[src/logic/tpis_pkg.sv]
package tpis_pkg;

  // ----------------------------------------------------------------
  // bus addressing
  // ----------------------------------------------------------------
  // upper five bits of the 7-bit target address; the low two come from
  // the address select input
  localparam logic [4:0] ADDR_BASE     = 5'h18;
  localparam logic [3:0] BITS_PER_BYTE = 4'h8;

  // ----------------------------------------------------------------
  // byte field positions
  // ----------------------------------------------------------------
  localparam int CTRL_FLAG_BIT = 7;  // set: control byte, clear: divider 1
  localparam int AUX_SEL_BIT   = 4;  // in control byte: aux byte follows

  // ----------------------------------------------------------------
  // reset values and update strobe positions
  // ----------------------------------------------------------------
  localparam logic [7:0] SETTING_RESET = 8'h00;
  localparam int UPD_DIV_HI = 0;
  localparam int UPD_DIV_LO = 1;
  localparam int UPD_CTRL   = 2;
  localparam int UPD_BAND   = 3;
  localparam int UPD_AUX    = 4;
  localparam int UPD_WIDTH  = 5;

  // ----------------------------------------------------------------
  // state machine and byte routing
  // ----------------------------------------------------------------
  typedef enum logic [6:0]
  {
    ST_IDLE     = 7'h01,
    ST_ADDR     = 7'h02,
    ST_ADDR_ACK = 7'h04,
    ST_WR_DATA  = 7'h08,
    ST_WR_ACK   = 7'h10,
    ST_RD_DATA  = 7'h20,
    ST_RD_ACK   = 7'h40
  } tpis_state_e;

  typedef enum logic [3:0]
  {
    NX_ANY  = 4'h1,
    NX_DIV2 = 4'h2,
    NX_BAND = 4'h4,
    NX_AUX  = 4'h8
  } tpis_next_e;

endpackage

[src/logic/tpis_i2c_port.sv]
`timescale 1ns/1ps

module tpis_i2c_port
(
  // clock and reset
  input  wire logic       core_clk,
  input  wire logic       resetn,
  // bus pins
  input  wire logic       scl_in,
  input  wire logic       sda_in,
  output logic            sda_out,
  output logic            sda_oe,
  // address strap and status source
  input  wire logic [1:0] address_select_input,
  input  wire logic [7:0] status_byte,
  // settings
  output logic      [7:0] divider_hi,
  output logic      [7:0] divider_lo,
  output logic      [7:0] control_byte,
  output logic      [7:0] band_byte,
  output logic      [7:0] aux_byte,
  output logic      [4:0] setting_update
);

  // ----------------------------------------------------------------
  // state
  // ----------------------------------------------------------------
  typedef struct packed
  {
    tpis_pkg::tpis_state_e state;
    tpis_pkg::tpis_next_e  route;
    logic [7:0]            shreg;
    logic [3:0]            cnt;
    logic                  nack;
    logic                  scl_d;
    logic                  sda_d;
    logic                  sda_oe;
    logic                  sda_out;
    logic [7:0]            div_hi;
    logic [7:0]            div_lo;
    logic [7:0]            ctrl;
    logic [7:0]            band;
    logic [7:0]            aux;
    logic [4:0]            upd;
  } tpis_port_s;

  tpis_port_s r;
  tpis_port_s next_r;
  logic [3:0] synced;
  logic       scl_s;
  logic       sda_s;
  logic [1:0] as_s;
  logic       start;
  logic       stop;
  logic       rise;
  logic       fall;
  logic       wr_done;

  // compares the received address with the strapped one
  function automatic logic addr_match(input logic [6:0] a,
                                      input logic [1:0] sel);
    addr_match = (a == {tpis_pkg::ADDR_BASE, sel});
  endfunction

  // ----------------------------------------------------------------
  // pin retiming
  // ----------------------------------------------------------------
  tpis_sync u_sync
  (
    .core_clk (core_clk),
    .resetn   (resetn),
    .raw      ({address_select_input, sda_in, scl_in}),
    .synced   (synced)
  );

  // bus conditions from retimed levels
  assign scl_s   = synced[0];
  assign sda_s   = synced[1];
  assign as_s    = synced[3:2];
  assign start   = r.scl_d && scl_s && r.sda_d && !sda_s;
  assign stop    = r.scl_d && scl_s && !r.sda_d && sda_s;
  assign rise    = !r.scl_d && scl_s;
  assign fall    = r.scl_d && !scl_s;
  assign wr_done = (r.state == tpis_pkg::ST_WR_DATA) && fall &&
                   (r.cnt == tpis_pkg::BITS_PER_BYTE);

  // ----------------------------------------------------------------
  // protocol engine
  // ----------------------------------------------------------------
  // sda is only changed after a detected scl fall, which keeps data
  // stable across the high phase as the bus requires
  always_comb
  begin
    next_r         = r;
    next_r.upd     = '0;
    next_r.scl_d   = scl_s;
    next_r.sda_d   = sda_s;
    next_r.sda_out = 1'b0;
    if (start)
    begin
      next_r.state  = tpis_pkg::ST_ADDR;
      next_r.cnt    = 4'h0;
      next_r.sda_oe = 1'b0;
    end
    else if (stop)
    begin
      next_r.state  = tpis_pkg::ST_IDLE;
      next_r.sda_oe = 1'b0;
    end
    else
    begin
      unique case (r.state)
        tpis_pkg::ST_IDLE:
        begin
          next_r.sda_oe = 1'b0;
        end
        tpis_pkg::ST_ADDR:
        begin
          if (rise)
          begin
            next_r.shreg = {r.shreg[6:0], sda_s};
            next_r.cnt   = r.cnt + 4'h1;
          end
          else if (fall && r.cnt == tpis_pkg::BITS_PER_BYTE)
          begin
            if (addr_match(r.shreg[7:1], as_s))
            begin
              next_r.state  = tpis_pkg::ST_ADDR_ACK;
              next_r.sda_oe = 1'b1;
              next_r.route  = tpis_pkg::NX_ANY;
            end
            else
            begin
              next_r.state = tpis_pkg::ST_IDLE;
            end
          end
        end
        tpis_pkg::ST_ADDR_ACK:
        begin
          if (fall && r.shreg[0])
          begin
            next_r.state  = tpis_pkg::ST_RD_DATA;
            next_r.shreg  = status_byte;
            next_r.sda_oe = !status_byte[7];
            next_r.cnt    = 4'h1;
          end
          else if (fall)
          begin
            next_r.state  = tpis_pkg::ST_WR_DATA;
            next_r.sda_oe = 1'b0;
            next_r.cnt    = 4'h0;
          end
        end
        tpis_pkg::ST_WR_DATA:
        begin
          if (rise)
          begin
            next_r.shreg = {r.shreg[6:0], sda_s};
            next_r.cnt   = r.cnt + 4'h1;
          end
          else if (wr_done)
          begin
            // commit at the ack so a byte cut short never lands
            next_r.state  = tpis_pkg::ST_WR_ACK;
            next_r.sda_oe = 1'b1;
            unique case (r.route)
              tpis_pkg::NX_ANY:
              begin
                if (r.shreg[tpis_pkg::CTRL_FLAG_BIT])
                begin
                  next_r.ctrl = r.shreg;
                  next_r.upd[tpis_pkg::UPD_CTRL] = 1'b1;
                  next_r.route = r.shreg[tpis_pkg::AUX_SEL_BIT] ?
                                 tpis_pkg::NX_AUX : tpis_pkg::NX_BAND;
                end
                else
                begin
                  next_r.div_hi = r.shreg;
                  next_r.upd[tpis_pkg::UPD_DIV_HI] = 1'b1;
                  next_r.route = tpis_pkg::NX_DIV2;
                end
              end
              tpis_pkg::NX_DIV2:
              begin
                next_r.div_lo = r.shreg;
                next_r.upd[tpis_pkg::UPD_DIV_LO] = 1'b1;
                next_r.route = tpis_pkg::NX_ANY;
              end
              tpis_pkg::NX_BAND:
              begin
                next_r.band = r.shreg;
                next_r.upd[tpis_pkg::UPD_BAND] = 1'b1;
                next_r.route = tpis_pkg::NX_ANY;
              end
              tpis_pkg::NX_AUX:
              begin
                next_r.aux = r.shreg;
                next_r.upd[tpis_pkg::UPD_AUX] = 1'b1;
                next_r.route = tpis_pkg::NX_ANY;
              end
            endcase
          end
        end
        tpis_pkg::ST_WR_ACK:
        begin
          if (fall)
          begin
            next_r.state  = tpis_pkg::ST_WR_DATA;
            next_r.sda_oe = 1'b0;
            next_r.cnt    = 4'h0;
          end
        end
        tpis_pkg::ST_RD_DATA:
        begin
          if (fall && r.cnt == tpis_pkg::BITS_PER_BYTE)
          begin
            next_r.state  = tpis_pkg::ST_RD_ACK;
            next_r.sda_oe = 1'b0;
          end
          else if (fall)
          begin
            next_r.shreg  = {r.shreg[6:0], 1'b0};
            next_r.sda_oe = !r.shreg[6];
            next_r.cnt    = r.cnt + 4'h1;
          end
        end
        tpis_pkg::ST_RD_ACK:
        begin
          if (rise)
          begin
            next_r.nack = sda_s;
          end
          else if (fall && !r.nack)
          begin
            next_r.state  = tpis_pkg::ST_RD_DATA;
            next_r.shreg  = status_byte;
            next_r.sda_oe = !status_byte[7];
            next_r.cnt    = 4'h1;
          end
          else if (fall)
          begin
            next_r.state = tpis_pkg::ST_IDLE;
          end
        end
      endcase
    end
  end

  // state register
  always_ff @(posedge core_clk or negedge resetn)
  begin
    if (!resetn)
    begin
      r <= '{state: tpis_pkg::ST_IDLE, route: tpis_pkg::NX_ANY,
             shreg: 8'h00, cnt: 4'h0, nack: 1'b1, scl_d: 1'b1,
             sda_d: 1'b1, sda_oe: 1'b0, sda_out: 1'b0,
             div_hi: tpis_pkg::SETTING_RESET,
             div_lo: tpis_pkg::SETTING_RESET,
             ctrl: tpis_pkg::SETTING_RESET,
             band: tpis_pkg::SETTING_RESET,
             aux: tpis_pkg::SETTING_RESET, upd: 5'h00};
    end
    else
    begin
      r <= next_r;
    end
  end

  // outputs straight from the state register
  assign sda_out        = r.sda_out;
  assign sda_oe         = r.sda_oe;
  assign divider_hi     = r.div_hi;
  assign divider_lo     = r.div_lo;
  assign control_byte   = r.ctrl;
  assign band_byte      = r.band;
  assign aux_byte       = r.aux;
  assign setting_update = r.upd;

  // ----------------------------------------------------------------
  // checks
  // ----------------------------------------------------------------
  chk_ack_drive: assert property (@(posedge core_clk) disable iff (!resetn)
    (r.state == tpis_pkg::ST_ADDR_ACK || r.state == tpis_pkg::ST_WR_ACK)
    |-> r.sda_oe) else $error("ack not driven");
  chk_addr_ignore: assert property (@(posedge core_clk) disable iff (!resetn)
    (r.state == tpis_pkg::ST_ADDR && fall && !start && !stop &&
     r.cnt == tpis_pkg::BITS_PER_BYTE && !addr_match(r.shreg[7:1], as_s))
    |=> r.state == tpis_pkg::ST_IDLE && !r.sda_oe)
    else $error("foreign address acknowledged");
  chk_addr_select: assert property (@(posedge core_clk) disable iff (!resetn)
    $rose(r.state == tpis_pkg::ST_ADDR_ACK)
    |-> r.shreg[7:1] == {tpis_pkg::ADDR_BASE, $past(as_s)})
    else $error("address select ignored");
  chk_div_route: assert property (@(posedge core_clk) disable iff (!resetn)
    (wr_done && r.route == tpis_pkg::NX_ANY && !r.shreg[7])
    |=> r.div_hi == $past(r.shreg) && r.route == tpis_pkg::NX_DIV2)
    else $error("divider 1 not stored");
  chk_ctrl_route: assert property (@(posedge core_clk) disable iff (!resetn)
    (wr_done && r.route == tpis_pkg::NX_ANY && r.shreg[7])
    |=> r.ctrl == $past(r.shreg) &&
        (r.route == tpis_pkg::NX_AUX) == $past(r.shreg[4]))
    else $error("control byte routing wrong");
  chk_band_store: assert property (@(posedge core_clk) disable iff (!resetn)
    (wr_done && r.route == tpis_pkg::NX_BAND)
    |=> r.band == $past(r.shreg) && r.upd[tpis_pkg::UPD_BAND])
    else $error("band byte not stored");
  chk_aux_store: assert property (@(posedge core_clk) disable iff (!resetn)
    (wr_done && r.route == tpis_pkg::NX_AUX)
    |=> r.aux == $past(r.shreg) ##1 r.upd == 5'h00)
    else $error("aux byte not stored");
  chk_hold_settings: assert property (@(posedge core_clk) disable iff (!resetn)
    !wr_done |=> $stable(r.div_hi) && $stable(r.ctrl) && $stable(r.aux))
    else $error("setting changed without a byte");
  chk_read_drive: assert property (@(posedge core_clk) disable iff (!resetn)
    r.state == tpis_pkg::ST_RD_DATA |-> r.sda_oe == !r.shreg[7])
    else $error("status bit driven wrong");
  chk_nack_release: assert property (@(posedge core_clk) disable iff (!resetn)
    (r.state == tpis_pkg::ST_RD_ACK && fall && r.nack && !start && !stop)
    |=> r.state == tpis_pkg::ST_IDLE ##1 !r.sda_oe)
    else $error("bus not released after nack");
  chk_second_status: assert property (@(posedge core_clk) disable iff (!resetn)
    (r.state == tpis_pkg::ST_RD_ACK && fall && !r.nack && !start && !stop)
    |=> r.state == tpis_pkg::ST_RD_DATA && r.shreg == $past(status_byte))
    else $error("second status byte missing");

endmodule // tpis_i2c_port

[src/logic/tpis_sync.sv]
`timescale 1ns/1ps

module tpis_sync
(
  // clock and reset
  input  wire logic       core_clk,
  input  wire logic       resetn,
  // raw pin levels
  input  wire logic [3:0] raw,
  // retimed levels
  output logic      [3:0] synced
);

  typedef struct packed
  {
    logic [3:0] stage1;
    logic [3:0] stage2;
  } tpis_sync_s;

  tpis_sync_s r;
  tpis_sync_s next_r;

  // two flops per pin; only stage2 leaves this module
  always_comb
  begin
    next_r.stage1 = raw;
    next_r.stage2 = r.stage1;
  end

  // idle bus lines are high, so resetting to ones avoids a false start
  always_ff @(posedge core_clk or negedge resetn)
  begin
    if (!resetn)
    begin
      r <= {4'hf, 4'hf};
    end
    else
    begin
      r <= next_r;
    end
  end

  assign synced = r.stage2;

endmodule // tpis_sync

[config.mk]
export PLATFORM = sky130hd
export DESIGN_NAME = tpis_i2c_port
export DESIGN_NICKNAME = d
export VERILOG_FILES = /design/src/logic/tpis_pkg.sv /design/src/logic/tpis_i2c_port.sv /design/src/logic/tpis_sync.sv
export SDC_FILE = /design/constraint.sdc
export NUM_CORES = 1
export LEC_CHECK = 0
export BUFFER_PORTS_ARGS = -buffer_cell sky130_fd_sc_hd__buf_2
export CAP_MARGIN = 10
export CELL_PAD_IN_SITES_DETAIL_PLACEMENT = 0
export CELL_PAD_IN_SITES_GLOBAL_PLACEMENT = 1
export CORE_MARGIN = 1.5
export CORE_UTILIZATION = 40
export CTS_CLUSTER_SIZE = 28
export DETAILED_ROUTE_END_ITERATION = 12
export GPL_TIMING_DRIVEN = 0
export HOLD_SLACK_MARGIN = 0.05
export PLACE_DENSITY_LB_ADDON = 0.08
export REMOVE_ABC_BUFFERS = 1
export SETUP_SLACK_MARGIN = 0.15
export SLEW_MARGIN = 20
export SYNTH_ARGS = -nofsm -noshare
export SYNTH_HDL_FRONTEND = slang
export SYNTH_SLANG_ARGS = --single-unit
[constraint.sdc]
create_clock -name core_clk -period 3.1 [get_ports core_clk]
set_clock_uncertainty 0.2 [all_clocks]
set_input_delay 0.62 -clock core_clk [delete_from_list [all_inputs] [get_ports core_clk]]
set_output_delay 0.62 -clock core_clk [all_outputs]
set_load 0.02 [all_outputs]
* Yosys cells after proc, flatten, opt, wreduce, memory -nomap -nowiden
Cells that the tools add are included.
** Storage, ports and cells
- Flip-flop bits (word level) :: 79
- Latch bits :: 0
- Bits in writable memories :: 0
- Memory bits (read-only) :: 0
- Memories :: 0
** Operators by class
- $add $sub $neg :: 1
- Multipliers :: 0
- Divide/modulo/power cells :: 0
- $lt $le $gt $ge :: 0
- Eq/ne operators :: 40
- Shift-type cells :: 0
- Multiplexer cells :: 59
- Bitwise operators :: 4
- Reduce and logical (&&, ||, !) cells :: 36
** Operator list (count)
- 12-bit 2-to-1 mux :: 5
- 7-bit 2-to-1 mux :: 8
- 11-bit 2-to-1 mux :: 4
- 7-bit case mux with 6 select lines :: 1
- 4-bit inequality test, second input constant :: 8
- 8-bit case mux with 4 select lines :: 1
- 5-bit 2-to-1 mux :: 6
- 4-bit 2-to-1 mux :: 6
- 8-bit AND reduction :: 3
- 1-bit 2-to-1 mux :: 22
- 2-bit inequality test, second input constant :: 11
- 7-bit AND reduction :: 3
- 4-bit case mux with 5 select lines :: 1
- 6-bit AND reduction :: 3
- 4-bit case mux with 2 select lines :: 2
- 1-bit logical AND :: 12
- 3-bit inequality test, second input constant :: 4
- 5-bit inequality test, second input constant :: 2
- 9-bit AND reduction :: 1
- 4-bit equality test, second input constant :: 2
- 8-bit 2-to-1 mux :: 1
- 8-bit nonzero test :: 1
- 7-bit by 1-bit equality test with 1-bit output, second input constant :: 1
- 7-bit by 2-bit equality test with 1-bit output, second input constant :: 1
- 22 further kinds :: 31

* Logic depth before layout (Yosys ltp)
- Word-level depth :: 9
- Gate-level depth with buffers :: 9

* Cells and area by module
Synthesis repeated with hierarchy kept, for this count alone.
** Unflattened totals
- Cells, all modules :: 408
- Area total of the unflattened synthesis :: 4186.5 um^2
** By module, submodules not included
- tpis_i2c_port :: instances 1, cells an instance 400, area an instance 3976.3 um^2, sequential area each 1783.0 um^2
- tpis_sync :: instances 1, cells an instance 8, area an instance 210.2 um^2, sequential area each 210.2 um^2

* Worst setup path after synthesis
OpenSTA, ideal clock, no wires.
- Path type :: register -> register
- From :: reg r[68] (netlist name)
- To :: reg r, in the netlist divider_hi[0]
- Arrival time :: 2.151 ns
- Slack :: 0.624 ns
- Stages on the path, launching flop included :: 9
- Period minus slack after synthesis :: 2.476 ns
- Cells stage by stage :: dfrtp_1 -> buf_6 -> or4_4 -> nor3_4 -> nand2_4 -> nor2_8 -> and4_1 -> buf_6 -> mux2_4
** Between the ends
- Word-level cells in the longest chain between the ends :: 4
** Ends and longest elaborated chain
- from (decl) :: line tpis_i2c_port.sv:47 : tpis_port_s r;
- from (signal assigned) :: line tpis_i2c_port.sv:254 : r <= '{state: tpis_pkg::ST_IDLE, route: tpis_pkg::NX_ANY,
- from (signal assigned) :: line tpis_i2c_port.sv:265 : r <= next_r;
- 7-bit by 4-bit equality test with 1-bit output * :: line tpis_i2c_port.sv:84, tpis_i2c_port.sv:112
- 1-bit logical AND (2 in series) :: line tpis_i2c_port.sv:84 : assign wr_done = (r.state == tpis_pkg::ST_WR_DATA) && fall &&
- 7-bit AND reduction (no source line) *
Every way passes the cells marked *; elsewhere a longest branch is shown, timed or not.
A chain may end at the register's enable or synchronous reset.

* Final worst setup path
- From :: reg r[71] (netlist name)
- To :: reg r[50] (netlist name)
** Between the ends
- Word-level cells in the longest chain between the ends :: 5
** Ends and longest elaborated chain
- 7-bit by 4-bit equality test with 1-bit output / 7-bit by 2-bit equality test with 1-bit output (equally long branches) :: line tpis_i2c_port.sv:112 : unique case (r.state)
- 2-bit OR reduction (no source line)
- 4-bit case mux with 5 select lines :: line tpis_i2c_port.sv:112
- 5-bit 2-to-1 mux :: line tpis_i2c_port.sv:105 : else if (stop)
- 4-bit 2-to-1 mux :: line tpis_i2c_port.sv:99 : if (start)
Several ways; a longest one is shown, not always the timed one. The select of a mux whose other input is x is not followed.

==> impl_results.md <==
- Critical path capture point type: register
- Post-route standard cell area excluding fillers: 0.00448 mm2
- Number of nets with antenna violations after detailed routing: 0
- Detailed-route wire length per cell: 17.4 um
- Ratio of cells with drive above 1 in the final layout: between 40% and 50%
- Sum Neg Setup Slack: 0 ns
- Path type of the worst setup path: register to register
- Outcome: finished clean
- Global-route congestion overflow total: 0
- Initial antenna violation count: 0
- Final setup violation count: 0
- Top fanout value on the critical path: 15
- Critical path arrival: 2.87 ns
- Number of endpoints with negative hold slack in the final report: 0
- Netlist Area Pre-Place: 0.00424 mm2
- Layout-stage area growth over the synthesis result: 5.73%
- H-tree depth: 3
- Overall die height: 106 um
- Unrepaired setup endpoints after global routing: yes
- Std cell rows: 37
- Starting density of the core: a little over 40%
- Share of synthesized flip-flops with an asynchronous set or reset: 100%
- Nets@finish: 390
- Placement-stage worst setup slack: 0.211 ns
- Count of routing violations after the opening detailed-route iteration: approximately 90
- Power per standard cell area: 696 mW/mm2
- Diode insertion count for antenna repair: 0
- Global-route wire length before repair: between 10 and 15 mm
- Overall die area: 0.0112 mm2
- Vias in the first global route: 2,771
- Synthesis Warnings: 0
- Clk Tree Root Cell: clkbuf_8
- Final worst setup slack: about 0.28 ns
- GP Congestion: 0.829
- Fraction of power consumed by sequential logic: 45.1%
- Overall global routing resource usage: 17.3%
- Placed cell count: around 500
- Drt via density: ~5.2
- Final Non-Filler Cells: 515
- Fin crit period: 2.82 ns
- Switching share of total power: 36.4%
- Flip-flop cell with the highest count after synthesis: dfrtp_1
- Number of clock buffers inserted by TritonCTS: 9
- Pin count of the biggest net entering global routing: 51
- Core region area: 0.0103 mm2
- I/O pins: between 60 and 70
- Per-instance average area after synthesis: 11.6 um2
- Class of the most critical hold timing path: register to register
- Startpoint types: register
- Number of buffers inserted to repair setup after CTS: 0
- Clock network fraction of total power: 25.8%
- Die X: 106 um
- Final Cycle Share: roughly nine tenths
- Combinational share of power: 29.1%
- Data required time at the worst endpoint: 3.14 ns
- Cell area reported after detailed placement: 0.00425 mm2
- Max_slew headroom: 48.7%
- Pin slew with the least headroom to its limit: between 0.7 and 0.8 ns
- Maximum buffer depth of the clock tree: 2
- Worst-case vdd ir drop: approximately 0.00029 V
- Count of vias placed by the detailed router: 2,678
- Count of unique library cells instantiated by Yosys: 69
- Cell count after synthesis: roughly 370
- Clock Latency Late Sink: roughly 0.35 ns
- Net switching power: between 1000 and 1500 uW
- Post-detail-place hpwl: approximately 6.4 mm
- Internal power: slightly below 2000 uW
- Max-slew violation count: 0
- Maxcap violations: 0
- Leakage: roughly 0.0022 uW
- Total DRC errors in the routed layout: 0
- Number of sinks on the clock net: 79
- Flip-flop and latch count after synthesis: 79
- Clock-pin slew on the worst setup and hold paths: 0.08 ns
- Count of flip-flops with a built-in enable after synthesis: 0
- Total routed wirelength: ~9 mm
- Highest Clock Rate: about 350 MHz
- Buffers on Ports: 58
- Sequential area share after synthesis: 47.0%
- Iteration count of the initial detailed-routing pass: 4
- Clock tree from TritonCTS: yes
-- timing repair --
item	4_1_cts	5_1_grt
endpoints found under the hold margin	17	0
hold buffers	1	0
endpoints found under the setup margin	0	20
gates resized for setup	0	3
-- routing by layer --
metal	wire (um)	GRT usage, %
met2	4200	27.2
met3	427	4.60
met5	0	0
met1	4210	23.1
met4	125	5.98
-- stage by stage --
stage	util [%]	hold WS [ns]	power, uW
floorplan	-	0.124	2020
global placement	40.8	0.145	2310
detailed placement	41.2	0.151	2330
CTS	43.3	0.136	3160
global route	43.4	0.129	3330
finish	43.4	0.162	3120
-- power by group through the flow --
stage,registers (uW),clock network [uW],logic [uW]
after floorplan,1330,0,693
final,1410,806,907
after global routing,1450,876,1010
after detailed placement,1430,0,905
after CTS,1410,838,910
after global placement,1430,0,888
-- synth_stat cells, drive strengths merged (6+ instances only) --
| library cell | n | area share [%] |
|---|---|---|
| mux2 | 52 | 14 |
| nand3 | 9 | 1.1 |
| nor2 | 16 | 1.8 |
| o21ai | 14 | 1.7 |
| a21oi | 13 | 1.6 |
| clkbuf | 10 | 1.4 |
| buf | 54 | 9.9 |
| nand2 | 26 | 2.5 |
| nor2b | 7 | 1.0 |
| nor3 | 7 | 1.5 |
| nand2b | 6 | 0.89 |
| dfrtp | 66 | 39 |
| dfstp | 13 | 8.1 |
-- final timing paths --
check	from	endpoint	slack, ns	cells after the start
min reg2reg	u_sync.next_r[1]	u_sync.synced[1]	0.16	0
max	r[71]	r[50]	0.28	6
max in group asynchronous	resetn	r[62]	1.52	3
min in group asynchronous	resetn	r[72]	0.55	2
max reg2reg	r[71]	r[50]	0.28	6
min	u_sync.next_r[1]	u_sync.synced[1]	0.16	0
-- sequential cells by signal (all words and copies together) (netlist names) --
register	cells
setting_update	5
control_byte	8
u_sync.synced	4
divider_hi	7
r	26
aux_byte	8
sda_oe	1
band_byte	8
u_sync.next_r	4
divider_lo	8
-- layout by cell type (no fill, tap or decap), types with 3 or more instances in the layout --
| cell | synthesis | routed |
|---|---|---|
| mux2i_1 | 4 | 4 |
| clkbuf_8 | 2 | 9 |
| nand2_1 | 24 | 24 |
| and3_1 | 3 | 3 |
| nor3_1 | 4 | 4 |
| nand2b_1 | 6 | 6 |
| dfstp_2 | 13 | 13 |
| nand3_1 | 9 | 9 |
| nor2_1 | 15 | 15 |
| mux2_4 | 7 | 7 |
| nor2b_1 | 7 | 7 |
| dfrtp_1 | 66 | 66 |
| buf_2 | 1 | 57 |
| nor4_1 | 4 | 3 |
| xor2_1 | 3 | 3 |
| a21oi_1 | 12 | 12 |
| mux2_2 | 45 | 45 |
| inv_1 | 5 | 5 |
| o21ai_0 | 13 | 13 |
| nor4b_1 | 3 | 3 |
| xnor2_1 | 5 | 5 |
-- logic make-up after synthesis --
| logic type | after synthesis | synth area share [%] |
|---|---|---|
| buffers and inverters | 70 | 12.0 |
| AO/OA/AOI/OAI | 50 | 7.85 |
| XOR/XNOR | 8 | 1.65 |
| multiplexers | 56 | 15.4 |
| adder cells (fa/ha/maj) | 2 | 0.590 |
| flip-flops | 79 | 47.0 |
| AND/OR/NAND/NOR | 100 | 15.4 |
| other | 1 | 0.0885 |
-- critical path, cell delays in order (launching register included) --
cell and delay, ns:
dfrtp_1 0.62, nor4b_1 0.77, a211o_1 0.24, nand2_1 0.08, a21boi_2 0.35, o21ai_1 0.16, mux2_2 0.29
-- cell type report --
class | count | area (um2)
fill | 1008 | 5840
sequential | 79 | 1990
multi-input combinational | 218 | 1750
timing repair buffer | 61 | 338
tap | 136 | 170
clock buffer | 12 | 156
clock inverter | 4 | 51.3
inverter | 5 | 18.8
No activity file was read; power rests on OpenSTA's default activity.
